--- config.mk ---
export PLATFORM = sky130hd
export DESIGN_NAME = paired_timers
export DESIGN_NICKNAME = d
export VERILOG_FILES = /design/src/rtl/timer_pkg.sv /design/src/rtl/paired_timers.sv
export SDC_FILE = /design/constraint.sdc
export NUM_CORES = 1
export LEC_CHECK = 0
export BUFFER_PORTS_ARGS = -buffer_cell sky130_fd_sc_hd__clkbuf_2
export CORE_ASPECT_RATIO = 0.6
export CORE_MARGIN = 5
export CORE_UTILIZATION = 42
export DETAILED_ROUTE_END_ITERATION = 10
export PLACE_DENSITY = 0.68
export SYNTH_ARGS = -nofsm -noshare
export SYNTH_HDL_FRONTEND = slang
export SYNTH_SLANG_ARGS = --single-unit
--- constraint.sdc ---
create_clock -name sys_clk -period 6.78 [get_ports sys_clk]
set_clock_uncertainty 0.05 [all_clocks]
set_input_delay 0.678 -clock sys_clk [delete_from_list [all_inputs] [get_ports sys_clk]]
set_output_delay 0.678 -clock sys_clk [all_outputs]
set_load 0.03 [all_outputs]
--- src/rtl/timer_pkg.sv ---
// constants, field positions and carrier types of the timer block
package timer_pkg;

	// control field positions
	localparam int RUN_BIT = 15;
	localparam int IDLE_BIT = 13;
	localparam int GATE_BIT = 6;
	localparam int PRE_HI = 5;
	localparam int PRE_LO = 4;
	localparam int PAIR_BIT = 3;
	localparam int SYNC_BIT = 2;
	localparam int SRC_BIT = 1;

	// register offsets
	localparam logic [3:0] OFS_FIRST_CTRL = 4'h0;
	localparam logic [3:0] OFS_FIRST_COUNT = 4'h1;
	localparam logic [3:0] OFS_FIRST_PERIOD = 4'h2;
	localparam logic [3:0] OFS_LOWER_CTRL = 4'h3;
	localparam logic [3:0] OFS_LOWER_COUNT = 4'h4;
	localparam logic [3:0] OFS_LOWER_PERIOD = 4'h5;
	localparam logic [3:0] OFS_UPPER_CTRL = 4'h6;
	localparam logic [3:0] OFS_UPPER_COUNT = 4'h7;
	localparam logic [3:0] OFS_UPPER_PERIOD = 4'h8;
	localparam logic [3:0] OFS_IRQ_FLAGS = 4'h9;
	localparam logic [3:0] OFS_IRQ_CTRL = 4'hA;

	// implemented bits of each register
	localparam logic [15:0] FIRST_CTRL_MASK = 16'hA076;
	localparam logic [15:0] LOWER_CTRL_MASK = 16'hA07A;
	localparam logic [15:0] UPPER_CTRL_MASK = 16'hA072;
	localparam logic [15:0] IRQ_CTRL_MASK = 16'h7777;
	localparam logic [15:0] IRQ_FLAGS_MASK = 16'h0007;

	// values after reset
	localparam logic [15:0] CTRL_RESET = 16'h0000;
	localparam logic [15:0] COUNT_RESET = 16'h0000;
	localparam logic [15:0] PERIOD_RESET = 16'hFFFF;
	localparam logic [15:0] IRQ_CTRL_RESET = 16'h0000;

	// prescaler terminal counts
	localparam logic [7:0] PRE_LIM_1 = 8'h00;
	localparam logic [7:0] PRE_LIM_8 = 8'h07;
	localparam logic [7:0] PRE_LIM_64 = 8'h3F;
	localparam logic [7:0] PRE_LIM_256 = 8'hFF;

	typedef struct packed {
		logic upper;
		logic lower;
		logic first;
	} count_pins_type;

	typedef struct packed {
		logic wr;
		logic rd;
		logic [3:0] addr;
		logic [15:0] wdata;
	} bus_req_type;

	typedef struct packed {
		logic [2:0] req;
		logic [2:0] prio_upper;
		logic [2:0] prio_lower;
		logic [2:0] prio_first;
	} irq_out_type;

	typedef struct packed {
		logic [15:0] ctrl1;
		logic [15:0] ctrl2;
		logic [15:0] ctrl3;
		logic [15:0] cnt1;
		logic [15:0] cnt2;
		logic [15:0] cnt3;
		logic [15:0] per1;
		logic [15:0] per2;
		logic [15:0] per3;
		logic [15:0] irq_ctrl;
		logic [7:0] pre1;
		logic [7:0] pre2;
		logic [7:0] pre3;
		logic [2:0] raw_prev;
		logic [2:0] sy1;
		logic [2:0] sy2;
		logic [2:0] sy_prev;
		logic [1:0] post1;
		logic [1:0] post2;
		logic [2:0] flags;
		logic [2:0] irq;
		logic [15:0] rdata;
	} state_type;

endpackage

--- src/rtl/paired_timers.sv ---
// three 16-bit timers, the second and third joinable into one 32-bit count
`timescale 1ns/1ns
module paired_timers (
	// clock and reset
	input wire logic sys_clk,
	input wire logic rst_b,
	// register port
	input wire timer_pkg::bus_req_type bus_req,
	output logic [15:0] bus_rdata,
	// device state and pins
	input wire logic idle_mode,
	input wire timer_pkg::count_pins_type count_pins,
	// interrupt requests
	output timer_pkg::irq_out_type irq_out
);

	timer_pkg::state_type st_q;
	timer_pkg::state_type st_d;
	logic [2:0] raw_e;
	logic [2:0] syn_e;
	logic [2:0] gfall;
	logic run1;
	logic run2;
	logic run3;
	logic paired;
	logic gated1;
	logic gated2;
	logic gated3;
	logic ptick1;
	logic ptick2;
	logic ptick3;
	logic tick1;
	logic tick2;
	logic tick3;

	// terminal count of a prescale code
	function automatic logic [7:0] presc_lim(input logic [1:0] code);
		logic [7:0] r;
		r = timer_pkg::PRE_LIM_1;
		unique case (code)
			2'b00: r = timer_pkg::PRE_LIM_1;
			2'b01: r = timer_pkg::PRE_LIM_8;
			2'b10: r = timer_pkg::PRE_LIM_64;
			2'b11: r = timer_pkg::PRE_LIM_256;
		endcase
		return r;
	endfunction

	// prescaler step, returns {tick, next}
	function automatic logic [8:0] presc_step(input logic [7:0] pre,
			input logic [1:0] code, input logic ev);
		logic [8:0] r;
		r = {1'b0, pre};
		if (ev) begin
			if (pre >= presc_lim(code)) begin
				r = {1'b1, 8'h00};
			end else begin
				r = {1'b0, pre + 8'h01};
			end
		end
		return r;
	endfunction

	// count step against period, returns {match, next}
	function automatic logic [16:0] cnt_step(input logic [15:0] cnt,
			input logic [15:0] per);
		logic [16:0] r;
		if (cnt == per) begin
			r = {1'b1, 16'h0000};
		end else begin
			r = {1'b0, cnt + 16'h0001};
		end
		return r;
	endfunction

	// event into a prescaler: pin edge, gate level or every clock
	function automatic logic src_ev(input logic ext, input logic gated,
			input logic ext_ev, input logic gate_lvl);
		logic r;
		if (ext) begin
			r = ext_ev;
		end else if (gated) begin
			r = gate_lvl;
		end else begin
			r = 1'b1;
		end
		return r;
	endfunction

	always_comb begin
		logic [8:0] ps1;
		logic [8:0] ps2;
		logic [8:0] ps3;
		logic [16:0] cs1;
		logic [16:0] cs2;
		logic [16:0] cs3;
		logic [31:0] c32;
		logic [31:0] p32;
		logic [2:0] set;
		logic [2:0] clr;
		logic clr_pre1;
		logic clr_pre2;
		logic clr_pre3;
		ps1 = '0;
		ps2 = '0;
		ps3 = '0;
		cs1 = '0;
		cs2 = '0;
		cs3 = '0;
		set = 3'b000;
		clr = 3'b000;
		c32 = {st_q.cnt3, st_q.cnt2};
		p32 = {st_q.per3, st_q.per2};
		clr_pre1 = 1'b0;
		clr_pre2 = 1'b0;
		clr_pre3 = 1'b0;
		st_d = st_q;

		// pin edges, synchronisers and gate edges
		st_d.raw_prev = count_pins;
		st_d.sy1 = count_pins;
		st_d.sy2 = st_q.sy1;
		st_d.sy_prev = st_q.sy2;
		raw_e = count_pins & ~st_q.raw_prev;
		syn_e = st_q.sy2 & ~st_q.sy_prev;
		gfall = ~st_q.sy2 & st_q.sy_prev;

		paired = st_q.ctrl2[timer_pkg::PAIR_BIT];
		run1 = st_q.ctrl1[timer_pkg::RUN_BIT]
			& ~(idle_mode & st_q.ctrl1[timer_pkg::IDLE_BIT]);
		run2 = st_q.ctrl2[timer_pkg::RUN_BIT]
			& ~(idle_mode & (st_q.ctrl2[timer_pkg::IDLE_BIT]
			| (paired & st_q.ctrl3[timer_pkg::IDLE_BIT])));
		run3 = st_q.ctrl3[timer_pkg::RUN_BIT] & ~paired
			& ~(idle_mode & st_q.ctrl3[timer_pkg::IDLE_BIT]);
		gated1 = st_q.ctrl1[timer_pkg::GATE_BIT]
			& ~st_q.ctrl1[timer_pkg::SRC_BIT];
		gated2 = st_q.ctrl2[timer_pkg::GATE_BIT]
			& ~st_q.ctrl2[timer_pkg::SRC_BIT];
		gated3 = st_q.ctrl3[timer_pkg::GATE_BIT]
			& ~st_q.ctrl3[timer_pkg::SRC_BIT];

		// prescalers
		ps1 = presc_step(st_q.pre1,
			st_q.ctrl1[timer_pkg::PRE_HI:timer_pkg::PRE_LO],
			run1 & src_ev(st_q.ctrl1[timer_pkg::SRC_BIT], gated1,
			raw_e[0], st_q.sy2[0]));
		ps2 = presc_step(st_q.pre2,
			st_q.ctrl2[timer_pkg::PRE_HI:timer_pkg::PRE_LO],
			run2 & src_ev(st_q.ctrl2[timer_pkg::SRC_BIT], gated2,
			raw_e[1], st_q.sy2[1]));
		ps3 = presc_step(st_q.pre3,
			st_q.ctrl3[timer_pkg::PRE_HI:timer_pkg::PRE_LO],
			run3 & src_ev(st_q.ctrl3[timer_pkg::SRC_BIT], gated3,
			syn_e[2], st_q.sy2[2]));
		ptick1 = ps1[8];
		ptick2 = ps2[8];
		ptick3 = ps3[8];
		st_d.pre1 = ps1[7:0];
		st_d.pre2 = ps2[7:0];
		st_d.pre3 = ps3[7:0];

		// synchronise prescaled pin ticks
		st_d.post1 = {st_q.post1[0], ptick1};
		st_d.post2 = {st_q.post2[0], ptick2};
		if (st_q.ctrl1[timer_pkg::SRC_BIT]
				& st_q.ctrl1[timer_pkg::SYNC_BIT]) begin
			tick1 = st_q.post1[1] & run1;
		end else begin
			tick1 = ptick1;
		end
		if (st_q.ctrl2[timer_pkg::SRC_BIT]) begin
			tick2 = st_q.post2[1] & run2;
		end else begin
			tick2 = ptick2;
		end
		tick3 = ptick3;

		// first timer
		cs1 = cnt_step(st_q.cnt1, st_q.per1);
		if (tick1) begin
			st_d.cnt1 = cs1[15:0];
			set[0] = cs1[16] & ~gated1;
		end
		if (run1 & gated1 & gfall[0]) begin
			set[0] = 1'b1;
		end

		// lower and upper timers, alone or as a pair
		if (paired) begin
			if (tick2) begin
				if (c32 == p32) begin
					c32 = 32'h0000_0000;
					set[2] = ~gated2;
				end else begin
					c32 = c32 + 32'h0000_0001;
				end
				st_d.cnt3 = c32[31:16];
				st_d.cnt2 = c32[15:0];
			end
			if (run2 & gated2 & gfall[1]) begin
				set[2] = 1'b1;
			end
		end else begin
			cs2 = cnt_step(st_q.cnt2, st_q.per2);
			cs3 = cnt_step(st_q.cnt3, st_q.per3);
			if (tick2) begin
				st_d.cnt2 = cs2[15:0];
				set[1] = cs2[16] & ~gated2;
			end
			if (tick3) begin
				st_d.cnt3 = cs3[15:0];
				set[2] = cs3[16] & ~gated3;
			end
			set[1] = set[1] | (run2 & gated2 & gfall[1]);
			set[2] = set[2] | (run3 & gated3 & gfall[2]);
		end

		// register writes; a write beats a same-cycle count step
		if (bus_req.wr) begin
			unique case (bus_req.addr)
				timer_pkg::OFS_FIRST_CTRL: begin
					st_d.ctrl1 = bus_req.wdata & timer_pkg::FIRST_CTRL_MASK;
					clr_pre1 = 1'b1;
				end
				timer_pkg::OFS_FIRST_COUNT: begin
					st_d.cnt1 = bus_req.wdata;
					clr_pre1 = 1'b1;
				end
				timer_pkg::OFS_FIRST_PERIOD: st_d.per1 = bus_req.wdata;
				timer_pkg::OFS_LOWER_CTRL: begin
					st_d.ctrl2 = bus_req.wdata & timer_pkg::LOWER_CTRL_MASK;
					clr_pre2 = 1'b1;
				end
				timer_pkg::OFS_LOWER_COUNT: begin
					st_d.cnt2 = bus_req.wdata;
					clr_pre2 = 1'b1;
				end
				timer_pkg::OFS_LOWER_PERIOD: st_d.per2 = bus_req.wdata;
				timer_pkg::OFS_UPPER_CTRL: begin
					st_d.ctrl3 = bus_req.wdata & timer_pkg::UPPER_CTRL_MASK;
					clr_pre3 = 1'b1;
				end
				timer_pkg::OFS_UPPER_COUNT: begin
					st_d.cnt3 = bus_req.wdata;
					clr_pre3 = 1'b1;
				end
				timer_pkg::OFS_UPPER_PERIOD: st_d.per3 = bus_req.wdata;
				timer_pkg::OFS_IRQ_FLAGS: clr = bus_req.wdata[2:0];
				timer_pkg::OFS_IRQ_CTRL:
					st_d.irq_ctrl = bus_req.wdata & timer_pkg::IRQ_CTRL_MASK;
				default: ;
			endcase
		end
		if (clr_pre1) begin
			st_d.pre1 = 8'h00;
		end
		if (clr_pre2) begin
			st_d.pre2 = 8'h00;
		end
		if (clr_pre3) begin
			st_d.pre3 = 8'h00;
		end

		// set wins over a write-one clear
		st_d.flags = (st_q.flags & ~clr) | set;
		st_d.irq = st_q.flags & st_q.irq_ctrl[2:0]
			& {1'b1, ~paired, 1'b1};

		// read data, one cycle later
		st_d.rdata = 16'h0000;
		if (bus_req.rd) begin
			unique case (bus_req.addr)
				timer_pkg::OFS_FIRST_CTRL: st_d.rdata = st_q.ctrl1;
				timer_pkg::OFS_FIRST_COUNT: st_d.rdata = st_q.cnt1;
				timer_pkg::OFS_FIRST_PERIOD: st_d.rdata = st_q.per1;
				timer_pkg::OFS_LOWER_CTRL: st_d.rdata = st_q.ctrl2;
				timer_pkg::OFS_LOWER_COUNT: st_d.rdata = st_q.cnt2;
				timer_pkg::OFS_LOWER_PERIOD: st_d.rdata = st_q.per2;
				timer_pkg::OFS_UPPER_CTRL: st_d.rdata = st_q.ctrl3;
				timer_pkg::OFS_UPPER_COUNT: st_d.rdata = st_q.cnt3;
				timer_pkg::OFS_UPPER_PERIOD: st_d.rdata = st_q.per3;
				timer_pkg::OFS_IRQ_FLAGS: st_d.rdata = {13'h0000, st_q.flags};
				timer_pkg::OFS_IRQ_CTRL: st_d.rdata = st_q.irq_ctrl;
				default: st_d.rdata = 16'h0000;
			endcase
		end
	end

	always_ff @(posedge sys_clk or negedge rst_b) begin
		if (!rst_b) begin
			st_q <= '0;
			st_q.ctrl1 <= timer_pkg::CTRL_RESET;
			st_q.ctrl2 <= timer_pkg::CTRL_RESET;
			st_q.ctrl3 <= timer_pkg::CTRL_RESET;
			st_q.cnt1 <= timer_pkg::COUNT_RESET;
			st_q.cnt2 <= timer_pkg::COUNT_RESET;
			st_q.cnt3 <= timer_pkg::COUNT_RESET;
			st_q.per1 <= timer_pkg::PERIOD_RESET;
			st_q.per2 <= timer_pkg::PERIOD_RESET;
			st_q.per3 <= timer_pkg::PERIOD_RESET;
			st_q.irq_ctrl <= timer_pkg::IRQ_CTRL_RESET;
		end else begin
			st_q <= st_d;
		end
	end

	assign bus_rdata = st_q.rdata;
	assign irq_out.req = st_q.irq;
	assign irq_out.prio_first = st_q.irq_ctrl[6:4];
	assign irq_out.prio_lower = st_q.irq_ctrl[10:8];
	assign irq_out.prio_upper = st_q.irq_ctrl[14:12];

	logic wr_cnt1;
	assign wr_cnt1 = bus_req.wr && bus_req.addr == timer_pkg::OFS_FIRST_COUNT;
endmodule

Word-level counts from Yosys, hierarchy flattened
Cells that the tools add are included.
{"block": "classes", "add_sub_neg": 7, "order_cmp": 3, "n_eq_ne": 23, "n_reduce_logical": 17, "n_bitwise": 50, "mux": 63}
{"cell": "one-hot mux 16 bit (11 select lines)", "count": 1}
{"cell": "two-way mux 16 bit", "count": 10}
{"cell": "two-way mux 112 bit", "count": 1}
{"cell": "two-way mux 32 bit", "count": 3}
{"cell": "one-hot mux 8 bit (4 select lines)", "count": 3}
{"cell": "two-way mux 17 bit", "count": 5}
{"cell": "two-way mux 9 bit", "count": 6}
{"cell": "adder 16 x 1 -> 16 bit (second input constant)", "count": 3}
{"cell": "equality test 16 bit", "count": 3}
{"cell": "two-way mux 8 bit", "count": 6}
{"cell": "adder 32 x 1 -> 32 bit (second input constant)", "count": 1}
{"cell": "equality test 32 bit", "count": 1}
{"cell": "AND 1 bit", "count": 26}
{"cell": "two-way mux 1 bit", "count": 25}
{"cell": "adder 8 x 1 -> 8 bit (second input constant)", "count": 3}
{"cell": ">= comparator 8 bit", "count": 3}
{"cell": "equality test 4 x 3 -> 1 bit (second input constant)", "count": 4}
{"cell": "AND 3 bit", "count": 5}
{"cell": "two-way mux 15 bit", "count": 1}
{"cell": "AND reduction 2 bit", "count": 7}
{"cell": "equality test 2 bit (second input constant)", "count": 6}
{"cell": "equality test 4 bit (second input constant)", "count": 3}
{"cell": "inverter 1 bit", "count": 10}
{"cell": "inverter 3 bit", "count": 3}
{"cell": "other kinds (12)", "count": 24}
{"block": "totals", "ff_bits": 187, "output_inout_bits": 28}

Logic depth before layout (Yosys ltp)
{"block": "depth", "ltp_word": 16, "depth_mapped": 11}

Worst setup path after synthesis
OpenSTA, ideal clock, no wires.
{"block": "synth_timing", "path_type": "register to register", "start": "register st_q[179] (netlist name)", "end": "register st_q[127] (netlist name)", "slack_ns": 4.218, "path_buffers": 1, "synth_period_minus_slack_ns": 2.562, "setup_time_ns": 0.141, "t_arrival_ns": 2.371, "t_required_ns": 6.589, "stages_incl_launch_ff": 11, "cell_sequence": "dfrtp_1 -> nor2_1 -> ha_1 -> or2_2 -> a21oi_1 -> o21ba_2 -> clkbuf_1 -> nand2b_1 -> mux2i_1 -> a2bb2oi_1 -> a31oi_1"}
{"item": "from (decl)", "line": "paired_timers.sv:17", "source": "timer_pkg::state_type st_q;"}
{"item": "from (signal assigned)", "line": "paired_timers.sv:304", "source": "st_q <= st_d;"}

==> impl_metrics.ini <==
[critical_path]
slowest_stage = dfrtp_1
cpLargestDelayFamily = compound AO/OA/AOI/OAI gates
critPathCaptureType = flip-flop
arrival_ps = 3740
cp_cell_sequence = a21oi_1, o21ai_0, or3_1, o21ai_2, nor2_1, o31a_1, o32a_1
critPathLaunchType = flip-flop
required_ps = 7070
slowest_delay_ps = 710
worst-setup-path-type = flip-flop to flip-flop
r2r_setup_slack_ps = 3330
critPathMaxFanout = 20
worst-path-buf-inv = 0

[grt]
grt_pass1_wl_um = 54400
grt_max_degree = 115
track_usage_pct = 23.8
grt-ovfl-total = 0
grt_pass1_vias = 8971
antenna_found_initial = 0

[finish]
nNetsFinal = 1178
drive_gt1_share_pct = 22.7
final_common_cell = dfrtp_1
fillers = 2507
layout_common_cells = dfrtp_1 (139), mux2_2 (82), nor2_1 (81), nand2_1 (74), o21ai_0 (68)
post-route-cell-area_sq_um = 12100
final_cells = 1499
antennaDiodeCount = 0
area_growth_pct = 8.15

[clock_tree]
cts_buffers = 17
clk_path_buf_depth = 2
cts_tree = done
worstSkewPairLatency_ps = 470
clockRootBuffer = clkbuf_16
hold_buffers = 0
cts.htree.levels = 4
clk_pin_slew_ps = 80
clock_sinks = 187
post-cts-setup-buffers = 0
ctsResizeCount = 0

[synthesis]
synth_nets = 1189
synth_fa_ha_area_share_pct = 2.68
yosys.area_share.xor_xnor_pct = 6.35
synth_compound_area_share_pct = 17.4
synth_area_sq_um = 11200
synth_mux_area_share_pct = 8.51
synth_top_family_by_area = compound AO/OA/AOI/OAI gates
yosysSeqAreaShare_pct = 42.3
yosys.area_share.simple_pct = 17.1
ys_async_sr_fraction_pct = 100
synth_top_flop_cell = dfrtp_1
synth.distinct_cells = 75
syn_inst = 1137
synth.avg_cell_area_sq_um = 9.85
ys_ff_latch = 187
synth_enable_flop_cells = 0
yosysWarnings = 0

[routing]
post_drt_wl_per_cell_um = 23.3
ant_nets = 0
drt_iter0_drc = 1453
vias = 9453
drt_pass1_iterations = 7
drc = 0
wl_um = 34900
viasPerCell = 6.31

[timing]
finalHoldViolations = 0
fin_tns_setup_ps = 0
fmax_mhz = 290
tightest_slew_ps = 1100
slew_headroom_pct = 26.7
timing.final.crit_share_pct = 50.9
setup_ws_ps = 3330
slew_viol_final = 0
period_minus_slack_ps = 3450
setup_viol_count_final = 0
rsz0062_at_grt = no

[place]
place_area_sq_um = 11500
preCtsSetupSlack_ps = 3340
place_inst = 1467
dp_hpwl_um = 25100
gp_congestion = 0.948
portBuffers = 55

[floorplan]
row_count = 46
die_w_um = 221
coreArea_sq_um = 26400
ios = 56
die_h_um = 136
die-area_sq_um = 30100
initial_utilization_pct = 42.5

[power]
powerDensity_nw_per_um2 = 330
ir_drop_mv = 0.185
finalPower_w = 0.00399
leakagePower_nw = 4.84

[hold_path]
hold_class = input port to flip-flop

[flow_run]
max_cap_violations = 0

[outcome]
outcome = finished clean
-- final timing paths --
check | startpoint | end | cells after the start
setup / recovery | paired$_DFFE_PN0P_ | st_q[135]$_DFF_PN0_ | 7
hold / removal | count_pins[2] | st_d[31]$_DFF_PN0_ | 1
setup reg to reg | paired$_DFFE_PN0P_ | st_q[135]$_DFF_PN0_ | 7
hold reg to reg | st_d[23]$_DFF_PN0_ | st_q[23]$_DFF_PN0_ | 0
max in group asynchronous | rst_b | st_q[148]$_DFF_PN0_ | 2
min in group asynchronous | rst_b | st_q[41]$_DFFE_PN0P_ | 1
-- where the power goes --
group,internal [W],switching (W),leakage (nW)
clock network,0.000513,0.000506,0.286
registers,0.00140,0.000398,2.21
logic,0.000528,0.000642,2.34
-- state kept, by name, summed over array words and instances (netlist names) --
signal     count
paired         1
irq_out       12
st_d           8
st_q         150
bus_rdata     16
-- per-stage QoR --
step,utilization (%),hold slack [ps]
finish,45.9,277
global route,45.9,260
CTS,45.9,248
detailed placement,43.7,297
global placement,43.7,283
floorplan,-,281
-- cell type report --
| class | count | area, sq um | share of cell area (%) |
|---|---|---|---|
| clock buffer | 18 | 450 | 3.72 |
| inverter | 17 | 63.8 | 0.527 |
| multi-input combinational | 830 | 5840 | 48.2 |
| tap | 360 | 450 | 3.72 |
| sequential | 187 | 4740 | 39.1 |
| clock inverter | 14 | 145 | 1.20 |
| timing repair buffer | 73 | 419 | 3.46 |
-- cell usage after synthesis, types with 7 or more instances --
library cell | count | area share (%)
a21o_1 | 8 | 0.54
a21oi_1 | 43 | 1.9
a221oi_1 | 9 | 0.70
a222oi_1 | 10 | 0.89
a22o_1 | 9 | 0.70
a22oi_1 | 31 | 2.1
a31oi_1 | 35 | 2.0
and2_1 | 11 | 0.61
and3_1 | 29 | 1.6
buf_2 | 22 | 0.98
buf_4 | 30 | 2.0
clkbuf_1 | 40 | 1.3
dfrtp_1 | 139 | 31
dfstp_2 | 48 | 11
ha_1 | 24 | 2.7
inv_1 | 17 | 0.57
mux2_2 | 82 | 8.2
nand2_1 | 74 | 2.5
nand2b_1 | 21 | 1.2
nand3_1 | 38 | 1.7
nand3b_1 | 7 | 0.47
nand4_1 | 22 | 1.2
nor2_1 | 81 | 2.7
nor2b_1 | 10 | 0.56
nor3_1 | 17 | 0.76
nor4_1 | 16 | 0.89
o211ai_1 | 8 | 0.54
o21ai_0 | 68 | 3.0
xnor2_1 | 62 | 4.8
-- per-layer routing --
metal	track usage [%]	share of wire, %	wire, um	up-vias
li1	-	-	-	4169
met3	7.99	13	4540	49
met2	31.6	40	13900	540
met5	0	0	0	-
met1	37.1	46	16000	4695
met4	5.09	1.2	427	0
-- kinds of logic (layout without fill, tap and decap cells) --
logic type	Yosys count	after routing
flip-flops	187	187
XOR/XNOR	73	73
adder cells (fa/ha/maj)	24	24
AO/OA/AOI/OAI	288	288
AND/OR/NAND/NOR	360	360
buffers and inverters	120	122
multiplexers	85	85
Power figures use the tool's default switching activity.
